`src/core/lbp_params.svh`:
```
/*
 * constants of the ladder boolean processor: opcodes, device classes,
 * step counts and stack depth.
 * assumes nothing; included by the package users.
 */
`ifndef LBP_PARAMS_SVH
`define LBP_PARAMS_SVH

// ====================================================================
// opcodes
`define LBP_OP_NOP 5'h00
`define LBP_OP_LD 5'h01
`define LBP_OP_AND 5'h02
`define LBP_OP_OR 5'h03
`define LBP_OP_LDI 5'h04
`define LBP_OP_ANI 5'h05
`define LBP_OP_ORI 5'h06
`define LBP_OP_ANB 5'h07
`define LBP_OP_ORB 5'h08
`define LBP_OP_PUSH 5'h09
`define LBP_OP_PEEK 5'h0a
`define LBP_OP_POP 5'h0b
`define LBP_OP_OUT 5'h0c
`define LBP_OP_SET 5'h0d
`define LBP_OP_MCS 5'h0e
`define LBP_OP_MCR 5'h0f
`define LBP_OP_EXTRISE 5'h10
`define LBP_OP_EXTFALL 5'h11
`define LBP_OP_INV 5'h12
`define LBP_OP_NPTRIG 5'h13
`define LBP_OP_PNTRIG 5'h14
`define LBP_OP_FBNP 5'h15
`define LBP_OP_FBPN 5'h16
`define LBP_OP_HALT 5'h17
`define LBP_OP_PLS 5'h18
`define LBP_OP_PLF 5'h19
`define LBP_OP_LDP 5'h1a
`define LBP_OP_LDF 5'h1b

// ====================================================================
// device classes
`define LBP_DC_DIRIN 4'h0
`define LBP_DC_DIROUT 4'h1
`define LBP_DC_LAST 4'hc

// ====================================================================
// step counts and stack
`define LBP_STEPS_ONE 3'h1
`define LBP_STEPS_TWO 3'h2
`define LBP_STEPS_EXT 3'h5
`define LBP_STACK_MAX 5'h1f
`define LBP_ZERO_PTR 5'h00

`endif

```
`src/core/lbp_pkg.sv`:
```
/*
 * types of the ladder boolean processor.
 * assumes lbp_params.svh is on the include path.
 */
package lbp_pkg;
    // ================================================================
    // instruction as offered by the fetch stage
    typedef struct packed {
        logic [4:0] opcode;
        logic [3:0] devClass;
        logic longForm;
    } lbp_instr_t;

    // ================================================================
    // result of one executed instruction
    typedef struct packed {
        logic acc;
        logic [2:0] steps;
        logic illegal;
        logic halted;
    } lbp_result_t;

    typedef enum logic [1:0] {
        LBP_RUN = 2'b00,
        LBP_HALT = 2'b01
    } lbp_state_t;
endpackage

```
`src/core/lbp_core.sv`:
```
/*
 * ladder boolean processor: one-bit accumulator, result stack, block join
 * and edge triggers, executing one offered instruction per cycle.
 * assumes the fetch stage presents instr with instrValid and the operand
 * bit already read from device memory in the same cycle, on sys_clk.
 */
// Function
// - load open contact saves then loads
// - series open contact ANDs accumulator
// - parallel open contact ORs accumulator
// - load closed contact saves, loads inverted
// - series closed contact ANDs inverted bit
// - parallel closed contact ORs inverted bit
// - closed contact true when bit off
// - block joins: no operand, one step
// - join saved result with accumulator
// - push, peek, pop stack instructions
// - push increments, pop decrements, depth 31
// - device operand instructions other than extended take 1-2 steps
// - contacts accept direct input, not output
// - coil and set accept output, latch on
// - extended edge detect: five steps, no direct
// - complement inverts accumulator, one step
// - master control takes level, one step
// - halt stops further execution
// - circuit edge triggers on preceding result
`timescale 1ns/1ns
`include "lbp_params.svh"

module lbp_core (
    input wire logic sys_clk,
    input wire logic srst,
    input wire logic instrValid,
    input wire lbp_pkg::lbp_instr_t instr,
    input wire logic operandBit,
    input wire logic edgeHistory,
    input wire logic [3:0] mcLevel,
    output lbp_pkg::lbp_result_t result,
    output logic coilWrite,
    output logic coilValue,
    output logic [3:0] mcDepth,
    output logic stackFault,
    output logic [4:0] stackPtr
);
    import lbp_pkg::*;

    // ================================================================
    // decode
    logic legal;
    logic [2:0] stepCount;
    logic acc;
    logic [31:0] stack;
    lbp_state_t state;
    logic prevCircuit;
    logic exec;
    logic next_acc;
    logic contactBit;
    logic closedBit;
    logic doPush;
    logic doPop;
    logic stackTop;

    lbp_operand_check u_check (
        .instr(instr),
        .legal(legal),
        .steps(stepCount)
    );

    // one instruction per cycle so each sees the accumulator of the last
    assign exec = instrValid && legal && (state == LBP_RUN);
    assign contactBit = operandBit;
    assign closedBit = ~operandBit;
    assign stackTop = stack[stackPtr];

    always_comb begin
        next_acc = acc;
        doPush = 1'b0;
        doPop = 1'b0;
        case (instr.opcode)
            `LBP_OP_LD: begin
                doPush = 1'b1;
                next_acc = contactBit;
            end
            `LBP_OP_AND: next_acc = acc & contactBit;
            `LBP_OP_OR: next_acc = acc | contactBit;
            `LBP_OP_LDI: begin
                doPush = 1'b1;
                next_acc = closedBit;
            end
            `LBP_OP_ANI: next_acc = acc & closedBit;
            `LBP_OP_ORI: next_acc = acc | closedBit;
            `LBP_OP_LDP: begin
                doPush = 1'b1;
                next_acc = contactBit & ~edgeHistory;
            end
            `LBP_OP_LDF: begin
                doPush = 1'b1;
                next_acc = ~contactBit & edgeHistory;
            end
            `LBP_OP_ANB: begin
                doPop = 1'b1;
                next_acc = stackTop & acc;
            end
            `LBP_OP_ORB: begin
                doPop = 1'b1;
                next_acc = stackTop | acc;
            end
            `LBP_OP_PUSH: doPush = 1'b1;
            `LBP_OP_PEEK: next_acc = stackTop;
            `LBP_OP_POP: begin
                doPop = 1'b1;
                next_acc = stackTop;
            end
            `LBP_OP_INV: next_acc = ~acc;
            `LBP_OP_NPTRIG: next_acc = acc & ~prevCircuit;
            `LBP_OP_PNTRIG: next_acc = ~acc & prevCircuit;
            `LBP_OP_FBNP: next_acc = acc & ~edgeHistory;
            `LBP_OP_FBPN: next_acc = ~acc & edgeHistory;
            `LBP_OP_EXTRISE: next_acc = contactBit & ~edgeHistory;
            `LBP_OP_EXTFALL: next_acc = ~contactBit & edgeHistory;
            default: next_acc = acc;
        endcase
    end

    // ================================================================
    // accumulator
    always_ff @(posedge sys_clk) begin
        if (srst) begin
            acc <= 1'b0;
        end else if (exec) begin
            acc <= next_acc;
        end
    end

    // edge triggers compare against the circuit value at the previous trigger
    always_ff @(posedge sys_clk) begin
        if (srst) begin
            prevCircuit <= 1'b0;
        end else if (exec && (instr.opcode == `LBP_OP_NPTRIG
                || instr.opcode == `LBP_OP_PNTRIG)) begin
            prevCircuit <= acc;
        end
    end

    // ================================================================
    // result stack; overflow or underflow is refused and flagged
    always_ff @(posedge sys_clk) begin
        if (srst) begin
            stackPtr <= `LBP_ZERO_PTR;
            stackFault <= 1'b0;
        end else if (exec && doPush) begin
            if (stackPtr == `LBP_STACK_MAX) begin
                stackFault <= 1'b1;
            end else begin
                stackPtr <= stackPtr + 5'h01;
            end
        end else if (exec && doPop) begin
            if (stackPtr == `LBP_ZERO_PTR) begin
                stackFault <= 1'b1;
            end else begin
                stackPtr <= stackPtr - 5'h01;
            end
        end
    end

    // slot 0 is never written after reset; entries live at 1..31
    always_ff @(posedge sys_clk) begin
        if (srst) begin
            stack <= 32'h0000_0000;
        end else if (exec && doPush && stackPtr != `LBP_STACK_MAX) begin
            stack[stackPtr + 5'h01] <= acc;
        end
    end

    // ================================================================
    // halt and master control
    always_ff @(posedge sys_clk) begin
        if (srst) begin
            state <= LBP_RUN;
        end else begin
            case (state)
                LBP_RUN: begin
                    if (exec && instr.opcode == `LBP_OP_HALT) begin
                        state <= LBP_HALT;
                    end
                end
                LBP_HALT: state <= LBP_HALT;
                default: state <= LBP_RUN;
            endcase
        end
    end

    always_ff @(posedge sys_clk) begin
        if (srst) begin
            mcDepth <= 4'h0;
        end else if (exec && instr.opcode == `LBP_OP_MCS) begin
            mcDepth <= mcLevel;
        end else if (exec && instr.opcode == `LBP_OP_MCR) begin
            mcDepth <= mcLevel;
        end
    end

    // ================================================================
    // coil writes: SET only ever writes ON, so the target stays latched
    always_ff @(posedge sys_clk) begin
        if (srst) begin
            coilWrite <= 1'b0;
            coilValue <= 1'b0;
        end else begin
            coilWrite <= 1'b0;
            coilValue <= 1'b0;
            if (exec && instr.opcode == `LBP_OP_OUT) begin
                coilWrite <= 1'b1;
                coilValue <= acc;
            end else if (exec && instr.opcode == `LBP_OP_SET && acc) begin
                coilWrite <= 1'b1;
                coilValue <= 1'b1;
            end
        end
    end

    always_ff @(posedge sys_clk) begin
        if (srst) begin
            result <= '0;
        end else begin
            result.acc <= exec ? next_acc : acc;
            result.steps <= stepCount;
            result.illegal <= instrValid && !legal;
            result.halted <= (state == LBP_HALT) || (exec && instr.opcode == `LBP_OP_HALT);
        end
    end

    // ================================================================
    // checks
    a_series_open: assert property (@(posedge sys_clk) disable iff (srst)
        exec && instr.opcode == `LBP_OP_AND |=> acc == ($past(acc) & $past(operandBit)))
        else $error("series open wrong");
    a_par_open: assert property (@(posedge sys_clk) disable iff (srst)
        exec && instr.opcode == `LBP_OP_OR |=> acc == ($past(acc) | $past(operandBit)))
        else $error("parallel open wrong");
    a_load_closed: assert property (@(posedge sys_clk) disable iff (srst)
        exec && instr.opcode == `LBP_OP_LDI |=> acc == !$past(operandBit))
        else $error("load closed wrong");
    a_load_open: assert property (@(posedge sys_clk) disable iff (srst)
        exec && instr.opcode == `LBP_OP_LD && stackPtr != `LBP_STACK_MAX
        |=> acc == $past(operandBit) && stackPtr == $past(stackPtr) + 5'h01)
        else $error("load open wrong");
    a_series_closed: assert property (@(posedge sys_clk) disable iff (srst)
        exec && instr.opcode == `LBP_OP_ANI |=> acc == ($past(acc) & !$past(operandBit)))
        else $error("series closed wrong");
    a_par_closed: assert property (@(posedge sys_clk) disable iff (srst)
        exec && instr.opcode == `LBP_OP_ORI |=> acc == ($past(acc) | !$past(operandBit)))
        else $error("parallel closed wrong");
    a_peek_ptr: assert property (@(posedge sys_clk) disable iff (srst)
        exec && instr.opcode == `LBP_OP_PEEK |=> $stable(stackPtr))
        else $error("peek moved pointer");
    a_invert_acc: assert property (@(posedge sys_clk) disable iff (srst)
        exec && instr.opcode == `LBP_OP_INV |=> acc != $past(acc))
        else $error("invert wrong");
    a_halt_stays: assert property (@(posedge sys_clk) disable iff (srst)
        state == LBP_HALT |=> state == LBP_HALT && $stable(acc))
        else $error("ran after halt");
    a_ext_steps: assert property (@(posedge sys_clk) disable iff (srst)
        instr.opcode == `LBP_OP_EXTRISE |=> result.steps == `LBP_STEPS_EXT)
        else $error("extended steps wrong");

    // ================================================================
    // stack, join, coil, edge and operand class checks
    a_block_series: assert property (@(posedge sys_clk) disable iff (srst)
        exec && instr.opcode == `LBP_OP_ANB && stackPtr != `LBP_ZERO_PTR
        |=> acc == ($past(stackTop) & $past(acc)) && stackPtr == $past(stackPtr) - 5'h01)
        else $error("block series join wrong");
    a_block_par: assert property (@(posedge sys_clk) disable iff (srst)
        exec && instr.opcode == `LBP_OP_ORB && stackPtr != `LBP_ZERO_PTR
        |=> acc == ($past(stackTop) | $past(acc)) && stackPtr == $past(stackPtr) - 5'h01)
        else $error("block parallel join wrong");
    a_push_ptr: assert property (@(posedge sys_clk) disable iff (srst)
        exec && instr.opcode == `LBP_OP_PUSH && stackPtr != `LBP_STACK_MAX
        |=> stackPtr == $past(stackPtr) + 5'h01 && $stable(acc))
        else $error("push wrong");
    a_pop_ptr: assert property (@(posedge sys_clk) disable iff (srst)
        exec && instr.opcode == `LBP_OP_POP && stackPtr != `LBP_ZERO_PTR
        |=> acc == $past(stackTop) && stackPtr == $past(stackPtr) - 5'h01)
        else $error("pop wrong");
    a_stack_fault: assert property (@(posedge sys_clk) disable iff (srst)
        exec && doPush && stackPtr == `LBP_STACK_MAX |=> stackFault && $stable(stackPtr))
        else $error("overflow not refused");
    a_coil_out: assert property (@(posedge sys_clk) disable iff (srst)
        exec && instr.opcode == `LBP_OP_OUT |=> coilWrite && coilValue == $past(acc))
        else $error("coil drive wrong");
    a_set_latch: assert property (@(posedge sys_clk) disable iff (srst)
        exec && instr.opcode == `LBP_OP_SET |=> coilWrite == $past(acc) && (!coilWrite || coilValue))
        else $error("latch on wrong");
    a_circuit_rise: assert property (@(posedge sys_clk) disable iff (srst)
        exec && instr.opcode == `LBP_OP_NPTRIG |=> acc == ($past(acc) & !$past(prevCircuit)))
        else $error("rising trigger wrong");
    a_circuit_fall: assert property (@(posedge sys_clk) disable iff (srst)
        exec && instr.opcode == `LBP_OP_PNTRIG |=> acc == (!$past(acc) & $past(prevCircuit)))
        else $error("falling trigger wrong");
    a_class_refused: assert property (@(posedge sys_clk) disable iff (srst)
        instrValid && !legal |=> result.illegal && $stable(acc))
        else $error("illegal class not refused");

    c_push_pop: cover property (@(posedge sys_clk) disable iff (srst)
        exec && instr.opcode == `LBP_OP_PUSH ##[1:8] exec && instr.opcode == `LBP_OP_POP);
    c_block_join: cover property (@(posedge sys_clk) disable iff (srst)
        exec && instr.opcode == `LBP_OP_ANB);
    c_halt: cover property (@(posedge sys_clk) disable iff (srst) state == LBP_HALT);
    c_stack_fault: cover property (@(posedge sys_clk) disable iff (srst) $rose(stackFault));
    c_circuit_edge: cover property (@(posedge sys_clk) disable iff (srst)
        exec && instr.opcode == `LBP_OP_PNTRIG && next_acc);
endmodule

```
`src/core/lbp_operand_check.sv`:
```
/*
 * operand class legality and step count of one instruction.
 * assumes a decoded opcode and device class from the same clock domain.
 */
`timescale 1ns/1ns
`include "lbp_params.svh"

module lbp_operand_check (
    input wire lbp_pkg::lbp_instr_t instr,
    output logic legal,
    output logic [2:0] steps
);
    import lbp_pkg::*;

    logic inRange;

    assign inRange = (instr.devClass <= `LBP_DC_LAST);

    always_comb begin
        legal = 1'b1;
        steps = instr.longForm ? `LBP_STEPS_TWO : `LBP_STEPS_ONE;
        case (instr.opcode)
            `LBP_OP_LD, `LBP_OP_AND, `LBP_OP_OR, `LBP_OP_LDI, `LBP_OP_ANI, `LBP_OP_ORI,
            `LBP_OP_LDP, `LBP_OP_LDF: begin
                legal = inRange && (instr.devClass != `LBP_DC_DIROUT);
            end
            `LBP_OP_OUT, `LBP_OP_SET, `LBP_OP_PLS, `LBP_OP_PLF: begin
                legal = inRange && (instr.devClass != `LBP_DC_DIRIN);
            end
            `LBP_OP_FBNP, `LBP_OP_FBPN: begin
                legal = inRange && (instr.devClass != `LBP_DC_DIRIN)
                    && (instr.devClass != `LBP_DC_DIROUT);
            end
            `LBP_OP_EXTRISE, `LBP_OP_EXTFALL: begin
                steps = `LBP_STEPS_EXT;
                legal = inRange && (instr.devClass != `LBP_DC_DIRIN)
                    && (instr.devClass != `LBP_DC_DIROUT);
            end
            `LBP_OP_MCS, `LBP_OP_MCR: begin
                steps = `LBP_STEPS_ONE;
            end
            default: begin
                steps = `LBP_STEPS_ONE;
            end
        endcase
    end
endmodule

```
`config.mk`:
```
export PLATFORM = sky130hd
export DESIGN_NAME = lbp_core
export DESIGN_NICKNAME = d
export VERILOG_FILES = /design/src/core/lbp_pkg.sv /design/src/core/lbp_core.sv /design/src/core/lbp_operand_check.sv
export VERILOG_INCLUDE_DIRS = /design/src /design/src/core
export SDC_FILE = /design/constraint.sdc
export NUM_CORES = 1
export LEC_CHECK = 0
export BUFFER_PORTS_ARGS = -buffer_cell sky130_fd_sc_hd__buf_4
export CAP_MARGIN = 10
export CORE_ASPECT_RATIO = 1.2
export CORE_UTILIZATION = 53
export CTS_CLUSTER_DIAMETER = 30
export CTS_CLUSTER_SIZE = 24
export DETAILED_ROUTE_END_ITERATION = 6
export PLACE_DENSITY_LB_ADDON = 0.25
export SLEW_MARGIN = 5
export SYNTH_ARGS = -nofsm -noshare
export SYNTH_HDL_FRONTEND = slang
export SYNTH_SLANG_ARGS = --single-unit
```
`constraint.sdc`:
```
create_clock -name sys_clk -period 2.27 [get_ports sys_clk]
set_clock_uncertainty 0.1 [all_clocks]
set_input_delay 0.227 -clock sys_clk [delete_from_list [all_inputs] [get_ports sys_clk]]
set_output_delay 0.227 -clock sys_clk [all_outputs]
set_load 0.02 [all_outputs]
```
-- Yosys cells after proc, flatten, opt, wreduce, memory -nomap -nowiden
Index checks and enable logic that the tools add are counted.
Widths: inputs -> output; s select.
- output and inout port bits: 18
- input port bits: 19
- logic and storage cells: 136
- bits in registers: 53
- bitwise operators: 16
- reductions and logical operators: 40
- $add $sub $neg: 2
- equality and inequality tests: 35
- multiplexer cells: 27
- $lt $le $gt $ge: 4
- operator list (operator ; number):
    $eq 5x5->1 const B ; 13
    $eq 5x4->1 const B ; 8
    $bwmux 32 ; 1
    $eq 5x3->1 const B ; 4
    $mux 5 ; 4
    $logic_and 1x1->1 ; 17
    $pmux 1 s16 ; 1
    $reduce_bool 16->1 ; 1
    $reduce_or 14->1 ; 1
    $lt 5x6->1 const B ; 2
    $mux 1 ; 12
    $eq 5x2->1 const B ; 2
    $and 1x1->1 ; 9
    $mux 4 ; 2
    $reduce_or 2->1 ; 4
    $reduce_or 4->1 ; 2
    $reduce_or 8->1 ; 1
    $pmux 3 s2 ; 1
    $reduce_and 3->1 ; 2
    $reduce_bool 2->1 ; 3
    $add 5x1->5 const B ; 1
    $bmux 1 s5 ; 1
    $demux 1 s5 ; 1
    $eq 5x1->1 const B ; 1
    21 further kinds ; 30

-- Longest topological paths before layout
Gate-level depths: netlist of the first run.
- word-level depth: 10
- gate-level depth with buffers: 9
- depth with buffers taken out: 7

-- Modules after synthesis
A second synthesis of the first run with hierarchy kept.
- cell total of the unflattened synthesis: 423
- area total of the unflattened synthesis: 3294.4 um^2
- modules (own cells, without submodules) (module ; seq. area each (um^2) ; area an instance (um^2) ; cells each ; instances):
    lbp_core ; 1041.0 ; 3098.0 ; 391 ; 1
    lbp_operand_check ; 0.0 ; 196.4 ; 32 ; 1

-- Worst setup path before layout of the first run
No wires, ideal clock.
- path kind: register to register
- from: reg stackPtr[1]
- to: reg stackPtr[2]
- stages on the path, launching flop included: 9
- library setup time: 0.070 ns
- required time: 2.100 ns
- path buffers: 2
- data arrival time: 2.461 ns
- clock period less this slack: 2.632 ns
- slack: -0.362 ns
- path through: dfxtp_1 -> buf_2 -> buf_2 -> inv_1 -> ha_1 -> and3_1 -> mux2_4 -> or4_1 -> a21oi_1
- longest elaborated chain between the ends: 4
- elaborated cells on any way between the ends: 11
- those cells by class: add/sub: 2; eq/ne: 3; mux: 4; reduce/logical: 2
- ends and longest elaborated chain (what ; line ; text):
    start, declared ; lbp_core.sv:43 ; output logic [4:0] stackPtr
    start signal, assigned ; lbp_core.sv:149 ; stackPtr <= `LBP_ZERO_PTR;
    start signal, assigned ; lbp_core.sv:155 ; stackPtr <= stackPtr + 5'h01;
    start signal, assigned ; lbp_core.sv:161 ; stackPtr <= stackPtr - 5'h01;
    $sub 5x1->5 ; lbp_core.sv:161 ;
    $mux 5 ; lbp_core.sv:158 ; if (stackPtr == `LBP_ZERO_PTR) begin
    $mux 5 ; lbp_core.sv:157 ; end else if (exec && doPop) begin
    $mux 5 ; lbp_core.sv:151 ; end else if (exec && doPush) begin
Parallel ways exist; a longest one is shown, timed or not. The select of a mux whose other input is x is not followed.
A chain may end at the register's enable or synchronous reset.

-- Worst setup path after layout of the first run
- from: reg stackPtr[1]
- to: reg stack[12]
- longest elaborated chain between the ends: 6
- elaborated cells on any way between the ends: 9
- those cells by class: add/sub: 1; order compare: 2; eq/ne: 1; mux: 3; reduce/logical: 2
- ends and longest elaborated chain (what ; line ; text):
    $add 5x1->5 ; lbp_core.sv:171 ; stack[stackPtr + 5'h01] <= acc;
    $lt 5x6->1 (not written as such) / $ge 5x1->1 (equally long branches) ; lbp_core.sv:171 ;
    $logic_and 1x1->1 (not written as such) ; lbp_core.sv:171 ;
    $mux 1 (not written as such) ; lbp_core.sv:171 ;
    $demux 1 s5 ; lbp_core.sv:171 ;
    $bwmux 32 ; lbp_core.sv:171 ;
    end signal, assigned ; lbp_core.sv:169 ; stack <= 32'h0000_0000;
    end signal, assigned by index ; lbp_core.sv:171 ;
    end, declared ; lbp_core.sv:52 ; logic [31:0] stack;
Parallel ways exist; a longest one is shown, timed or not.

==> results of run 1 <==
## layout by cell type, fill, tap and decap left out, types with 4 or more instances in the layout
master / count
sky130_fd_sc_hd__nand2_1: 28
sky130_fd_sc_hd__inv_1: 10
sky130_fd_sc_hd__mux2i_1: 23
sky130_fd_sc_hd__o211ai_1: 4
sky130_fd_sc_hd__clkbuf_8: 5
sky130_fd_sc_hd__a22oi_1: 5
sky130_fd_sc_hd__ha_1: 6
sky130_fd_sc_hd__nand4_1: 32
sky130_fd_sc_hd__a311oi_1: 5
sky130_fd_sc_hd__a21oi_1: 51
sky130_fd_sc_hd__o21ai_0: 14
sky130_fd_sc_hd__xnor2_1: 5
sky130_fd_sc_hd__nor2_1: 24
sky130_fd_sc_hd__o31ai_1: 27
sky130_fd_sc_hd__nand2b_1: 5
sky130_fd_sc_hd__buf_4: 60
sky130_fd_sc_hd__dfxtp_1: 50
sky130_fd_sc_hd__nor4_1: 5
sky130_fd_sc_hd__nor2_2: 4
sky130_fd_sc_hd__nor2b_1: 10
sky130_fd_sc_hd__nand3_1: 8
sky130_fd_sc_hd__and2_1: 8
## metrics by stage
step | total power [mW] | setup slack [ns]
global route | 2.088 | 0.02341
detailed placement | 1.472 | 0.05006
finish | 2.010 | 0.1124
CTS | 2.003 | 0.07764
floorplan | 1.301 | 0.03096
global placement | 1.471 | 0.01903
## flip-flops by register name, indices dropped and copies added (netlist names)
| register | cells |
|---|---|
| stack | 32 |
| result | 6 |
| stackPtr | 5 |
| mcDepth | 4 |
| coilValue | 1 |
| coilWrite | 1 |
| prevCircuit | 1 |
| stackFault | 1 |
| state | 1 |
## critical path, delay by kind of cell (launching register included)
kind	cells	cell delay, ns
and+or+nand+nor	2	0.73
adders and majority gates	2	0.51
DFF	1	0.38
AOI/OAI and AO/OA	2	0.31
## cells in the mapped netlist, types with 3 or more instances
| cell type | instances | share of area, % |
|---|---|---|
| sky130_fd_sc_hd__ha_1 | 7 | 2.6 |
| sky130_fd_sc_hd__nand2_1 | 28 | 3.1 |
| sky130_fd_sc_hd__mux2i_1 | 23 | 6.9 |
| sky130_fd_sc_hd__nor2b_1 | 11 | 2.1 |
| sky130_fd_sc_hd__nand4_1 | 32 | 6.0 |
| sky130_fd_sc_hd__buf_1 | 5 | 0.56 |
| sky130_fd_sc_hd__nand2b_1 | 5 | 0.94 |
| sky130_fd_sc_hd__nor2_1 | 25 | 2.8 |
| sky130_fd_sc_hd__o31ai_1 | 27 | 6.1 |
| sky130_fd_sc_hd__inv_1 | 10 | 1.1 |
| sky130_fd_sc_hd__a311oi_1 | 5 | 1.3 |
| sky130_fd_sc_hd__dfxtp_1 | 52 | 31 |
| sky130_fd_sc_hd__nor2_2 | 3 | 0.56 |
| sky130_fd_sc_hd__buf_2 | 10 | 1.5 |
| sky130_fd_sc_hd__a21oi_1 | 52 | 7.8 |
| sky130_fd_sc_hd__o211ai_1 | 4 | 0.90 |
| sky130_fd_sc_hd__a22oi_1 | 5 | 1.1 |
| sky130_fd_sc_hd__and2_1 | 8 | 1.5 |
| sky130_fd_sc_hd__clkbuf_1 | 13 | 1.5 |
| sky130_fd_sc_hd__nor4_1 | 5 | 0.94 |
| sky130_fd_sc_hd__o21ai_0 | 14 | 2.1 |
| sky130_fd_sc_hd__nand3_1 | 8 | 1.2 |
| sky130_fd_sc_hd__xnor2_1 | 5 | 1.3 |
## cell type report
| class | count | area, µm² | share of cell area, % |
|---|---|---|---|
| timing repair buffer | 62 | 490.5 | 12.60 |
| inverter | 10 | 37.54 | 0.9643 |
| tap | 82 | 102.6 | 2.636 |
| sequential | 52 | 1046 | 26.87 |
| clock inverter | 2 | 16.27 | 0.4179 |
| multi-input combinational | 322 | 2127 | 54.64 |
| clock buffer | 6 | 72.57 | 1.864 |
## power groups by stage
stage	clock, mW	sequential [mW]	combinational (mW)
finish	0.546	0.945	0.519
global route	0.581	0.948	0.560
CTS	0.550	0.944	0.509
detailed placement	0	0.965	0.507
global placement	0	0.965	0.506
floorplan	0	0.975	0.326
## worst max path at each step
| stage | end | slack [ns] | cells after the start | from |
|---|---|---|---|---|
| finish | stack[12]$_SDFFE_PP0P_ | 0.11 | 6 | stackPtr[1]$_SDFFE_PP0P_ |
| floorplan | stackPtr[2]$_SDFFE_PP0P_ | 0.03 | 8 | stackPtr[1]$_SDFFE_PP0P_ |
| global route | stack[12]$_SDFFE_PP0P_ | 0.02 | 6 | stackPtr[1]$_SDFFE_PP0P_ |
| global placement | stackPtr[3]$_SDFFE_PP0P_ | 0.02 | 7 | instr[9] |
| detailed placement | stackPtr[2]$_SDFFE_PP0P_ | 0.05 | 7 | instr[7] |
| CTS | stack[12]$_SDFFE_PP0P_ | 0.08 | 6 | stackPtr[1]$_SDFFE_PP0P_ |
## cells by family after synthesis
| family | Yosys count | share of synthesized area [%] |
|---|---|---|
| flops | 52 | 31.18 |
| compound gates | 139 | 27.47 |
| mux | 25 | 7.683 |
| buf+inv | 41 | 5.435 |
| xor+xnor | 7 | 1.837 |
| fa+ha+maj | 7 | 2.624 |
| simple gates | 144 | 23.76 |
## layer usage
metal	vias to the layer above	track usage (%)	wire length (µm)
li1	1651	-	-
met1	1612	34.97	3835
met2	174	51.76	4705
met3	36	4.171	526
met4	0	14.92	359
met5	-	0	0
==> report_table.html, run 1 <==
<table>
<tr><th>Metric</th><th>Value</th></tr>
<tr><th colspan="2">Run status</th></tr>
<tr><td>Result of the run</td><td>complete, no violations</td></tr>
<tr><th colspan="2">Clock tree</th></tr>
<tr><td>Clock slew seen by the registers of the worst setup and hold paths</td><td>0.10 ns</td></tr>
<tr><td>Htree depth</td><td>2</td></tr>
<tr><td>Clock network latency to the later pin of the worst-skew pair</td><td>0.31 ns</td></tr>
<tr><td>Post-CTS sizing</td><td>0</td></tr>
<tr><td>Number of sinks on the clock net</td><td>52</td></tr>
<tr><td>Clock root buffer master</td><td>sky130_fd_sc_hd__clkbuf_8</td></tr>
<tr><td>Worst-case clock buffer depth</td><td>2</td></tr>
<tr><td>CTS tree</td><td>yes</td></tr>
<tr><td>Post-CTS Setup Inserts</td><td>0</td></tr>
<tr><td>Number of hold buffers added after cts</td><td>0</td></tr>
<tr><td>CTS Buf Count</td><td>5</td></tr>
<tr><th colspan="2">Timing</th></tr>
<tr><td>Final total negative setup slack</td><td>0 ns</td></tr>
<tr><td>Total count of hold-check failures in the final report</td><td>0</td></tr>
<tr><td>Transition time at the pin with the least slew margin</td><td>0.6626 ns</td></tr>
<tr><td>Unrepaired setup endpoints after global routing</td><td>false</td></tr>
<tr><td>Final Cycle Share</td><td>95.05%</td></tr>
<tr><td>F_max</td><td>0.4635 GHz</td></tr>
<tr><td>Relative slew slack</td><td>55.63%</td></tr>
<tr><td>Fin Hold WS</td><td>0.03872 ns</td></tr>
<tr><td>Fin crit period</td><td>2.158 ns</td></tr>
<tr><td>Number of pins with negative max-slew slack in the final report</td><td>0</td></tr>
<tr><td>Count of endpoints failing setup in the final report</td><td>0</td></tr>
<tr><th colspan="2">Die</th></tr>
<tr><td>I/O pin cnt</td><td>37</td></tr>
<tr><td>Overall die area</td><td>0.006622 mm²</td></tr>
<tr><td>Floorplan Core Area</td><td>0.006051 mm²</td></tr>
<tr><td>Die width</td><td>74.45 µm</td></tr>
<tr><td>Effective utilization at floorplan</td><td>55.17%</td></tr>
<tr><td>Number of rows created at floorplan</td><td>31</td></tr>
<tr><td>Die height</td><td>88.94 µm</td></tr>
<tr><th colspan="2">Cells and area</th></tr>
<tr><td>Total non-filler cell area in the finished layout</td><td>0.003892 mm²</td></tr>
<tr><td>Proportion of layout cells with a drive suffix above 1</td><td>19.82%</td></tr>
<tr><td>Fillers</td><td>554</td></tr>
<tr><td>Post-layout util</td><td>64.33%</td></tr>
<tr><td>Final instance count without filler cells</td><td>536</td></tr>
<tr><td>Synth-to-Final Area Change</td><td>16.60%</td></tr>
<tr><td>Final net count</td><td>479</td></tr>
<tr><td>ANT cells</td><td>0</td></tr>
<tr><th colspan="2">Place</th></tr>
<tr><td>HPWL after DPL</td><td>6.620 mm</td></tr>
<tr><td>Number of buffer cells added on primary ports</td><td>36</td></tr>
<tr><td>Final weighted congestion of routability-driven global placement</td><td>0.8831</td></tr>
<tr><td>Placement Cell Area</td><td>0.003796 mm²</td></tr>
<tr><td>Number of placed cells counting well taps</td><td>528</td></tr>
<tr><th colspan="2">Worst setup path</th></tr>
<tr><td>Register-to-Register Setup Slack</td><td>0.11 ns</td></tr>
<tr><td>Slowest cell on the critical path</td><td>sky130_fd_sc_hd__or3b_2</td></tr>
<tr><td>CP Data Arrival Time</td><td>2.24 ns</td></tr>
<tr><td>Path type of the worst setup path</td><td>reg -&gt; reg</td></tr>
<tr><td>Startpoint Class</td><td>flop</td></tr>
<tr><td>R2R depth</td><td>6</td></tr>
<tr><td>CP peak stage delay</td><td>0.54 ns</td></tr>
<tr><td>Required time of the critical path</td><td>2.36 ns</td></tr>
<tr><td>R2r startpoint</td><td>stackPtr[1]$_SDFFE_PP0P_</td></tr>
<tr><td>Chain of cells forming the critical path</td><td>ha_1, and3_1, ha_2, or3b_2, o31ai_1, a21oi_1</td></tr>
<tr><td>Capture instance of the worst register-to-register path</td><td>stack[12]$_SDFFE_PP0P_</td></tr>
<tr><td>Worst-path fanout max</td><td>7</td></tr>
<tr><td>Endpoint kind of the worst setup timing path</td><td>flop</td></tr>
<tr><th colspan="2">Power and ir drop</th></tr>
<tr><td>Power per unit of standard cell area</td><td>516.5 mW/mm²</td></tr>
<tr><td>NetSw</td><td>0.6637 mW</td></tr>
<tr><td>Switching fraction of total power</td><td>33.01%</td></tr>
<tr><td>Combinational power share</td><td>25.8%</td></tr>
<tr><td>Leak pwr</td><td>1.434 nW</td></tr>
<tr><td>Clk network pwr share</td><td>27.2%</td></tr>
<tr><td>Sequential share of power</td><td>47.0%</td></tr>
<tr><td>Worst voltage drop across the vdd grid</td><td>0.2904 mV</td></tr>
<tr><td>Cell Int Power</td><td>1.347 mW</td></tr>
<tr><th colspan="2">Global routing</th></tr>
<tr><td>Aggregate global routing overflow</td><td>0</td></tr>
<tr><td>Number of antenna violations at the first check in global routing</td><td>0</td></tr>
<tr><td>Combined global-route utilization of all metal layers</td><td>29.57%</td></tr>
<tr><td>Number of global-route vias before repair</td><td>3249</td></tr>
<tr><td>Wire length of the first global-routing pass</td><td>15.19 mm</td></tr>
<tr><td>Pin count of the biggest net entering global routing</td><td>49</td></tr>
<tr><th colspan="2">Synthesis</th></tr>
<tr><td>Register bit count reported by yosys</td><td>52</td></tr>
<tr><td>Combined area of all synthesized cells</td><td>0.003338 mm²</td></tr>
<tr><td>Warnings, synthesis</td><td>0</td></tr>
<tr><td>Number of enable flip-flop cells after synthesis</td><td>0</td></tr>
<tr><td>Async set or reset register ratio after synthesis</td><td>0%</td></tr>
<tr><td>Number of distinct library cells after synthesis</td><td>62</td></tr>
<tr><td>Synthesized Nets</td><td>441</td></tr>
<tr><td>Syn Area/Cell</td><td>8.044 µm²</td></tr>
<tr><td>Synthesized instance count</td><td>415</td></tr>
<tr><td>Main synth FF type</td><td>sky130_fd_sc_hd__dfxtp_1</td></tr>
<tr><td>Sequential share of the synthesized area</td><td>31.18%</td></tr>
<tr><th colspan="2">Drt</th></tr>
<tr><td>Number of search-and-repair iterations in the first detailed-routing pass</td><td>5</td></tr>
<tr><td>Wirelength per Cell</td><td>17.59 µm</td></tr>
<tr><td>Antenna viol nets, final</td><td>0</td></tr>
<tr><td>Via density per instance</td><td>6.479</td></tr>
<tr><td>Total DRC errors in the routed layout</td><td>0</td></tr>
<tr><td>Total routed wirelength</td><td>9.426 mm</td></tr>
<tr><td>Via Count</td><td>3473</td></tr>
<tr><td>DRT iter0 DRCs</td><td>357</td></tr>
<tr><th colspan="2">Hold path</th></tr>
<tr><td>End of the worst hold path</td><td>result[3]$_SDFF_PP0_</td></tr>
<tr><td>Beginning of the worst hold path</td><td>instr[0]</td></tr>
<tr><td>Kind of path behind the tightest hold check</td><td>in -&gt; reg</td></tr>
<tr><td>Hold Path Depth</td><td>3</td></tr>
<tr><th colspan="2">Flow run</th></tr>
<tr><td>Total of max-cap violations</td><td>0</td></tr>
</table>
No activity file was read; power rests on OpenSTA's default activity.
==> run 2: changes to the inputs <==
--- a/config.mk
+++ b/config.mk
@@ -6,13 +6,13 @@
 export SDC_FILE = /design/constraint.sdc
 export NUM_CORES = 1
 export LEC_CHECK = 0
-export BUFFER_PORTS_ARGS = -buffer_cell sky130_fd_sc_hd__buf_4
 export CAP_MARGIN = 10
 export CORE_ASPECT_RATIO = 1.2
-export CORE_UTILIZATION = 53
+export CORE_UTILIZATION = 58
 export CTS_CLUSTER_DIAMETER = 30
 export CTS_CLUSTER_SIZE = 24
 export DETAILED_ROUTE_END_ITERATION = 6
+export DONT_BUFFER_PORTS = 1
 export PLACE_DENSITY_LB_ADDON = 0.25
 export SLEW_MARGIN = 5
 export SYNTH_ARGS = -nofsm -noshare
==> report_table.html, run 2 (same netlist as run 1, synthesis figures left out) <==
<table>
<tr><th>Metric</th><th>Value</th></tr>
<tr><th colspan="2">Run status</th></tr>
<tr><td>Result of the run</td><td>complete, no violations</td></tr>
<tr><th colspan="2">Timing</th></tr>
<tr><td>Relative slew slack</td><td>49.96% (-5.7 points)</td></tr>
<tr><td>Number of pins with negative max-slew slack in the final report</td><td>0 (unchanged)</td></tr>
<tr><td>Fin Hold WS</td><td>0.01341 ns (-0.02531 ns)</td></tr>
<tr><td>Count of endpoints failing setup in the final report</td><td>0 (unchanged)</td></tr>
<tr><td>Final total negative setup slack</td><td>0 ns (unchanged)</td></tr>
<tr><td>Min setup slack post-route</td><td>0.09325 ns (-0.01917 ns)</td></tr>
<tr><td>Total count of hold-check failures in the final report</td><td>0 (unchanged)</td></tr>
<tr><td>Transition time at the pin with the least slew margin</td><td>0.7474 ns (+0.08473 ns)</td></tr>
<tr><td>F_max</td><td>0.4594 GHz (-0.88%)</td></tr>
<tr><td>Fin crit period</td><td>2.177 ns (+0.01917 ns)</td></tr>
<tr><td>Final Cycle Share</td><td>95.89% (+0.84 points)</td></tr>
<tr><th colspan="2">Global routing</th></tr>
<tr><td>Number of antenna violations at the first check in global routing</td><td>0 (unchanged)</td></tr>
<tr><td>Combined global-route utilization of all metal layers</td><td>31.53% (+2.0 points)</td></tr>
<tr><td>Aggregate global routing overflow</td><td>0 (unchanged)</td></tr>
<tr><td>Number of global-route vias before repair</td><td>3180 (-2.1%)</td></tr>
<tr><td>Wire length of the first global-routing pass</td><td>15.05 mm (-0.95%)</td></tr>
<tr><td>Pin count of the biggest net entering global routing</td><td>46 (-6.1%)</td></tr>
<tr><th colspan="2">Worst setup path</th></tr>
<tr><td>Chain of cells forming the critical path</td><td>ha_1, and3_1, ha_2, nor2b_1, buf_4, nand2_1, o31ai_1, a21oi_1</td></tr>
<tr><td>Path type of the worst setup path</td><td>reg -&gt; reg</td></tr>
<tr><td>Register-to-Register Setup Slack</td><td>0.09 ns (-0.02 ns)</td></tr>
<tr><td>CP Buf/Inv Count</td><td>1 (+1)</td></tr>
<tr><td>CP peak stage delay</td><td>0.38 ns (-0.16 ns)</td></tr>
<tr><td>Endpoint kind of the worst setup timing path</td><td>flop</td></tr>
<tr><td>Largest delay share family, worst path</td><td>adder cells</td></tr>
<tr><td>CP Data Arrival Time</td><td>2.29 ns (+0.05 ns)</td></tr>
<tr><td>Required time of the critical path</td><td>2.38 ns (+0.02 ns)</td></tr>
<tr><td>Slowest cell on the critical path</td><td>sky130_fd_sc_hd__ha_2</td></tr>
<tr><td>Startpoint Class</td><td>flop</td></tr>
<tr><td>Worst-path fanout max</td><td>7 (unchanged)</td></tr>
<tr><th colspan="2">Hold path</th></tr>
<tr><td>Kind of path behind the tightest hold check</td><td>in -&gt; reg</td></tr>
<tr><th colspan="2">Place</th></tr>
<tr><td>Placement Cell Area</td><td>0.003443 mm² (-9.3%)</td></tr>
<tr><td>Post-placement worst setup slack</td><td>0.1230 ns (+0.07289 ns)</td></tr>
<tr><td>Number of buffer cells added on primary ports</td><td>0 (-100%)</td></tr>
<tr><td>Number of placed cells counting well taps</td><td>466 (-12%)</td></tr>
<tr><td>HPWL after DPL</td><td>6.538 mm (-1.2%)</td></tr>
<tr><td>Final weighted congestion of routability-driven global placement</td><td>0.9455 (+7.1%)</td></tr>
<tr><th colspan="2">Cells and area</th></tr>
<tr><td>Largest registers ranked by flip-flop count</td><td>stack: 32 flops, result: 6 flops, stackPtr: 5 flops</td></tr>
<tr><td>Final net count</td><td>446 (-6.9%)</td></tr>
<tr><td>Final instance count without filler cells</td><td>483 (-9.9%)</td></tr>
<tr><td>Total non-filler cell area in the finished layout</td><td>0.003654 mm² (-6.1%)</td></tr>
<tr><td>Highest-count cells in the layout ignoring fill and taps</td><td>51 x sky130_fd_sc_hd__a21oi_1, 50 x sky130_fd_sc_hd__dfxtp_1, 32 x sky130_fd_sc_hd__nand4_1, 28 x sky130_fd_sc_hd__nand2_1</td></tr>
<tr><td>ANT cells</td><td>0 (unchanged)</td></tr>
<tr><td>Most common cell after layout, fill and taps aside</td><td>sky130_fd_sc_hd__a21oi_1</td></tr>
<tr><td>Fillers</td><td>462 (-17%)</td></tr>
<tr><td>Number of flip-flops under the largest register name</td><td>32 (unchanged)</td></tr>
<tr><td>Register with the highest flop count</td><td>stack</td></tr>
<tr><td>Proportion of layout cells with a drive suffix above 1</td><td>11.88% (-7.9 points)</td></tr>
<tr><td>Post-layout util</td><td>67.58% (+3.2 points)</td></tr>
<tr><td>Synth-to-Final Area Change</td><td>9.445%</td></tr>
<tr><th colspan="2">Power and ir drop</th></tr>
<tr><td>Combinational power share</td><td>22.0% (-3.8 points)</td></tr>
<tr><td>Clk network pwr share</td><td>29.9% (+2.7 points)</td></tr>
<tr><td>Cell Int Power</td><td>1.324 mW (-1.7%)</td></tr>
<tr><td>Switching fraction of total power</td><td>33.28% (+0.26 points)</td></tr>
<tr><td>Sequential share of power</td><td>48.1% (+1.1 points)</td></tr>
<tr><td>NetSw</td><td>0.6603 mW (-0.52%)</td></tr>
<tr><td>Worst voltage drop across the vdd grid</td><td>0.3633 mV (+25%)</td></tr>
<tr><td>Power per unit of standard cell area</td><td>543.0 mW/mm² (+5.1%)</td></tr>
<tr><td>Leak pwr</td><td>1.277 nW (-11%)</td></tr>
<tr><td>Design Power</td><td>1.984 mW (-1.3%)</td></tr>
<tr><th colspan="2">Drt</th></tr>
<tr><td>DRT iter0 DRCs</td><td>273 (-24%)</td></tr>
<tr><td>Number of search-and-repair iterations in the first detailed-routing pass</td><td>7 (+2)</td></tr>
<tr><td>Via density per instance</td><td>6.830 (+5.4%)</td></tr>
<tr><td>Total DRC errors in the routed layout</td><td>0 (unchanged)</td></tr>
<tr><td>Total routed wirelength</td><td>9.429 mm (about the same)</td></tr>
<tr><td>Antenna viol nets, final</td><td>0 (unchanged)</td></tr>
<tr><td>Wirelength per Cell</td><td>19.52 µm (+11%)</td></tr>
<tr><td>Via Count</td><td>3299 (-5.0%)</td></tr>
<tr><th colspan="2">Die</th></tr>
<tr><td>Die width</td><td>71.26 µm (-4.3%)</td></tr>
<tr><td>Die height</td><td>85.11 µm (-4.3%)</td></tr>
<tr><td>Effective utilization at floorplan</td><td>61.74% (+6.6 points)</td></tr>
<tr><td>Overall die area</td><td>0.006064 mm² (-8.4%)</td></tr>
<tr><td>I/O pin cnt</td><td>37 (unchanged)</td></tr>
<tr><td>Floorplan Core Area</td><td>0.005406 mm² (-11%)</td></tr>
<tr><td>Number of rows created at floorplan</td><td>29 (-6.5%)</td></tr>
<tr><th colspan="2">Clock tree</th></tr>
<tr><td>CTS tree</td><td>yes</td></tr>
<tr><td>CTS Buf Count</td><td>5 (unchanged)</td></tr>
<tr><td>Post-CTS Setup Inserts</td><td>0 (unchanged)</td></tr>
<tr><td>Worst-case clock buffer depth</td><td>2 (unchanged)</td></tr>
<tr><td>Htree depth</td><td>2 (unchanged)</td></tr>
<tr><td>Clock network latency to the later pin of the worst-skew pair</td><td>0.32 ns (about the same)</td></tr>
<tr><td>Number of sinks on the clock net</td><td>52 (unchanged)</td></tr>
<tr><td>Clock root buffer master</td><td>sky130_fd_sc_hd__clkbuf_8</td></tr>
<tr><td>Clock slew seen by the registers of the worst setup and hold paths</td><td>0.11 ns (about the same)</td></tr>
<tr><th colspan="2">Flow run</th></tr>
<tr><td>Total of max-cap violations</td><td>0 (unchanged)</td></tr>
</table>
## run 2: cell types whose count changed in the layout (fill, tap and decap cells not counted), moves of 2 or more
cell / change
sky130_fd_sc_hd__o31ai_2: +2
sky130_fd_sc_hd__inv_6: +2
sky130_fd_sc_hd__o31ai_1: -2
sky130_fd_sc_hd__dlygate4sd3_1: +8
sky130_fd_sc_hd__buf_4: -41
## run 2: worst paths after layout
path,depth (start not counted),from,end
hold / removal,2,srst,stackPtr[3]$_SDFFE_PP0P_
setup / recovery,8,stackPtr[0]$_SDFFE_PP0P_,stack[25]$_SDFFE_PP0P_
setup reg to reg,8,stackPtr[0]$_SDFFE_PP0P_,stack[25]$_SDFFE_PP0P_
hold reg to reg,2,stack[28]$_SDFFE_PP0P_,stack[28]$_SDFFE_PP0P_
## run 2: what timing repair did
| item | CTS | global route |
|---|---|---|
| resized for setup | 0 | 3 |
| hold buffers | 9 | 0 |
| setup endpoints to repair | 0 | 12 |
| hold endpoints to repair | 46 | 0 |
## run 2: per-layer routing
metal | global-route usage (%) | up-vias | routed length (µm)
li1 | - | 1583 | -
met1 | 35.96 | 1572 | 3685
met2 | 55.50 | 117 | 4982
met3 | 5.226 | 27 | 421
met4 | 17.27 | 0 | 340
met5 | 0 | - | 0
## run 2: layout make-up
cell class	count	area, µm²	area share (%)
clock inverter	3	28.78	0.7877
sequential	52	1046	28.63
timing repair buffer	29	262.8	7.192
multi-input combinational	322	2132	58.36
tap	62	77.57	2.123
inverter	10	37.54	1.027
clock buffer	5	68.82	1.884
## run 2: worst register-to-register path: stages (launching register included)
cell	delay, ns
sky130_fd_sc_hd__dfxtp_2	0.36
sky130_fd_sc_hd__ha_1	0.21
sky130_fd_sc_hd__and3_1	0.18
sky130_fd_sc_hd__ha_2	0.38
sky130_fd_sc_hd__nor2b_1	0.16
sky130_fd_sc_hd__buf_4	0.16
sky130_fd_sc_hd__nand2_1	0.13
sky130_fd_sc_hd__o31ai_1	0.29
sky130_fd_sc_hd__a21oi_1	0.10
## run 2: power groups by stage
stage	Combinational [mW]	Clock (mW)	Sequential [mW]
5_1_grt	0.468	0.638	0.957
3_3_place_gp	0.395	0	0.975
6_report	0.437	0.592	0.955
4_1_cts	0.426	0.595	0.954
2_1_floorplan	0.326	0	0.975
3_5_place_dp	0.398	0	0.975
==> run 3: changes to the inputs <==
--- a/config.mk
+++ b/config.mk
@@ -8,7 +8,8 @@
 export LEC_CHECK = 0
 export CAP_MARGIN = 10
 export CORE_ASPECT_RATIO = 1.2
-export CORE_UTILIZATION = 58
+export CORE_UTILIZATION = 60
+export CTS_BUF_LIST = sky130_fd_sc_hd__clkbuf_8
 export CTS_CLUSTER_DIAMETER = 30
 export CTS_CLUSTER_SIZE = 24
 export DETAILED_ROUTE_END_ITERATION = 6
==> report_table.html, run 3 (same netlist as run 1, synthesis figures left out) <==
<table>
<tr><th>Metric</th><th>Value</th></tr>
<tr><th colspan="2">Hold path</th></tr>
<tr><td>Kind of path behind the tightest hold check</td><td>in -&gt; reg</td></tr>
<tr><th colspan="2">Clock tree</th></tr>
<tr><td>CTS tree</td><td>yes</td></tr>
<tr><td>CTS Buf Count</td><td>5 (unchanged)</td></tr>
<tr><td>Clock slew seen by the registers of the worst setup and hold paths</td><td>0.10 ns (about the same)</td></tr>
<tr><td>Number of sinks on the clock net</td><td>52 (unchanged)</td></tr>
<tr><td>Clock network latency to the later pin of the worst-skew pair</td><td>0.32 ns (about the same)</td></tr>
<tr><td>Htree depth</td><td>2 (unchanged)</td></tr>
<tr><td>Clock root buffer master</td><td>sky130_fd_sc_hd__clkbuf_8</td></tr>
<tr><td>Post-CTS Setup Inserts</td><td>0 (unchanged)</td></tr>
<tr><td>Worst-case clock buffer depth</td><td>2 (unchanged)</td></tr>
<tr><th colspan="2">Global routing</th></tr>
<tr><td>Number of global-route vias before repair</td><td>3314 (+4.2%)</td></tr>
<tr><td>Number of antenna violations at the first check in global routing</td><td>0 (unchanged)</td></tr>
<tr><td>Pin count of the biggest net entering global routing</td><td>46 (unchanged)</td></tr>
<tr><td>Aggregate global routing overflow</td><td>0 (unchanged)</td></tr>
<tr><td>Wire length of the first global-routing pass</td><td>15.57 mm (+3.4%)</td></tr>
<tr><td>Combined global-route utilization of all metal layers</td><td>33.17% (+1.6 points)</td></tr>
<tr><th colspan="2">Drt</th></tr>
<tr><td>DRT iter0 DRCs</td><td>390 (+43%)</td></tr>
<tr><td>Total DRC errors in the routed layout</td><td>0 (unchanged)</td></tr>
<tr><td>Total routed wirelength</td><td>9.681 mm (+2.7%)</td></tr>
<tr><td>Via density per instance</td><td>7.054 (+3.3%)</td></tr>
<tr><td>Via Count</td><td>3421 (+3.7%)</td></tr>
<tr><td>Antenna viol nets, final</td><td>0 (unchanged)</td></tr>
<tr><td>Number of search-and-repair iterations in the first detailed-routing pass</td><td>5 (-2)</td></tr>
<tr><td>Wirelength per Cell</td><td>19.96 µm (+2.2%)</td></tr>
<tr><th colspan="2">Power and ir drop</th></tr>
<tr><td>Leak pwr</td><td>1.291 nW (+1.1%)</td></tr>
<tr><td>Power per unit of standard cell area</td><td>531.7 mW/mm² (-2.1%)</td></tr>
<tr><td>Design Power</td><td>1.968 mW (-0.81%)</td></tr>
<tr><td>Worst voltage drop across the vdd grid</td><td>0.4007 mV (+10%)</td></tr>
<tr><th colspan="2">Die</th></tr>
<tr><td>Floorplan Core Area</td><td>0.005334 mm² (-1.3%)</td></tr>
<tr><td>Effective utilization at floorplan</td><td>62.59% (+0.84 points)</td></tr>
<tr><td>Die width</td><td>70.09 µm (-1.6%)</td></tr>
<tr><td>Die height</td><td>83.71 µm (-1.6%)</td></tr>
<tr><td>I/O pin cnt</td><td>37 (unchanged)</td></tr>
<tr><td>Overall die area</td><td>0.005867 mm² (-3.2%)</td></tr>
<tr><td>Number of rows created at floorplan</td><td>29 (unchanged)</td></tr>
<tr><th colspan="2">Worst setup path</th></tr>
<tr><td>Slowest cell on the critical path</td><td>sky130_fd_sc_hd__dlygate4sd3_1</td></tr>
<tr><td>CP Data Arrival Time</td><td>2.30 ns (about the same)</td></tr>
<tr><td>Endpoint kind of the worst setup timing path</td><td>flop</td></tr>
<tr><td>Startpoint Class</td><td>flop</td></tr>
<tr><td>CP peak stage delay</td><td>0.56 ns (+0.18 ns)</td></tr>
<tr><td>Required time of the critical path</td><td>2.38 ns (about the same)</td></tr>
<tr><td>Path type of the worst setup path</td><td>reg -&gt; reg</td></tr>
<tr><td>Worst-path fanout max</td><td>5 (-2)</td></tr>
<tr><td>Chain of cells forming the critical path</td><td>nor2b_4, o311a_1, a31o_2, o21ai_1, buf_4, mux2i_1, nor2_1, dlygate4sd3_1</td></tr>
<tr><td>CP Buf/Inv Count</td><td>2 (+1)</td></tr>
<tr><td>Largest delay share family, worst path</td><td>buffers and inverters</td></tr>
<tr><th colspan="2">Timing</th></tr>
<tr><td>Unrepaired setup endpoints after global routing</td><td>true</td></tr>
<tr><td>Final Cycle Share</td><td>96.36% (+0.47 points)</td></tr>
<tr><td>F_max</td><td>0.4572 GHz (-0.49%)</td></tr>
<tr><td>Transition time at the pin with the least slew margin</td><td>0.7520 ns (+0.004620 ns)</td></tr>
<tr><td>Fin crit period</td><td>2.187 ns (+0.01065 ns)</td></tr>
<tr><td>Count of endpoints failing setup in the final report</td><td>0 (unchanged)</td></tr>
<tr><td>Number of pins with negative max-slew slack in the final report</td><td>0 (unchanged)</td></tr>
<tr><td>Relative slew slack</td><td>49.65% (-0.31 points)</td></tr>
<tr><td>Total count of hold-check failures in the final report</td><td>0 (unchanged)</td></tr>
<tr><th colspan="2">Cells and area</th></tr>
<tr><td>Register with the highest flop count</td><td>stack</td></tr>
<tr><td>Synth-to-Final Area Change</td><td>10.87%</td></tr>
<tr><td>Final net count</td><td>448 (+0.45%)</td></tr>
<tr><td>Post-layout util</td><td>69.39% (+1.8 points)</td></tr>
<tr><td>ANT cells</td><td>0 (unchanged)</td></tr>
<tr><td>Most common cell after layout, fill and taps aside</td><td>sky130_fd_sc_hd__a21oi_1</td></tr>
<tr><td>Fillers</td><td>438 (-5.2%)</td></tr>
<tr><td>Largest registers ranked by flip-flop count</td><td>stack: 32 flops, result: 6 flops, stackPtr: 5 flops</td></tr>
<tr><td>Proportion of layout cells with a drive suffix above 1</td><td>13.24% (+1.4 points)</td></tr>
<tr><td>Highest-count cells in the layout ignoring fill and taps</td><td>51 x sky130_fd_sc_hd__a21oi_1, 50 x sky130_fd_sc_hd__dfxtp_1, 32 x sky130_fd_sc_hd__nand4_1, 28 x sky130_fd_sc_hd__nand2_1, 25 x sky130_fd_sc_hd__nor2_1</td></tr>
<tr><td>Number of flip-flops under the largest register name</td><td>32 (unchanged)</td></tr>
<tr><th colspan="2">Run status</th></tr>
<tr><td>Result of the run</td><td>complete, no violations</td></tr>
<tr><th colspan="2">Place</th></tr>
<tr><td>HPWL after DPL</td><td>6.445 mm (-1.4%)</td></tr>
<tr><td>Final weighted congestion of routability-driven global placement</td><td>0.9839 (+4.1%)</td></tr>
<tr><td>Number of buffer cells added on primary ports</td><td>0 (unchanged)</td></tr>
<tr><th colspan="2">Flow run</th></tr>
<tr><td>Total of max-cap violations</td><td>0 (unchanged)</td></tr>
</table>
==> run 3: worst reg2reg max path: cells and delay by family, from the launching register on <==
family	cells	cell delay, ns
mux	1	0.19
compound gates	3	0.54
flops	1	0.42
buf+inv	2	0.72
simple gates	2	0.14
==> run 3: stage by stage <==
step / instance area (µm²) / TNS [ns] / setup slack, ns / hold WS (ns) / cells
global route: 3701 / -0.01344 / -0.01176 / 0.04045 / 485
global placement: 3451 / 0 / 0.1473 / 0.1973 / 467
finish: 3701 / 0 / 0.08260 / 0.02330 / 485
CTS: 3657 / 0 / 0.05942 / 0.01659 / 485
detailed placement: 3451 / 0 / 0.1178 / 0.2039 / 467
floorplan: 3358 / 0 / 0.03096 / 0.2562 / 415
==> run 3: what timing repair did <==
item,CTS,global route
resized for setup,0,10
hold endpoints to repair,47,0
setup endpoints to repair,0,16
hold buffers,10,0
==> run 3: path summary, 6_finish.rpt <==
kind,start,to,slack [ns],depth (start not counted)
max,state[0]$_SDFFE_PP0P_,mcDepth[0]$_SDFFE_PP0P_,0.08,8
min,srst,stackPtr[3]$_SDFFE_PP0P_,0.02,2
max reg2reg,state[0]$_SDFFE_PP0P_,mcDepth[0]$_SDFFE_PP0P_,0.08,8
min reg2reg,stack[21]$_SDFFE_PP0P_,stack[21]$_SDFFE_PP0P_,0.37,2
==> run 3: layout make-up <==
cell class              instances  area (µm²)  area share (%)
well taps                      62       77.57           2.096
repair buffers                 31       284.0           7.674
flip-flops and latches         52        1046           28.26
clock inverters                 3       27.53          0.7437
multi-input cells             322        2160           58.35
clock buffers                   5       68.82           1.859
inverters                      10       37.54           1.014
==> run 3: power by group <==
part	switching [mW]	total (mW)	internal, mW
registers	0.0313	0.958	0.927
logic	0.276	0.443	0.167
clock network	0.340	0.567	0.227
total	0.647	1.97	1.32
==> run 3: routing by layer <==
layer | track usage [%] | wire [µm] | vias to the layer above
met5 | 0 | 0 | -
met4 | 18.55 | 421 | 0
met3 | 7.971 | 682 | 44
met2 | 55.86 | 4765 | 183
met1 | 38.12 | 3812 | 1607
li1 | - | - | 1587
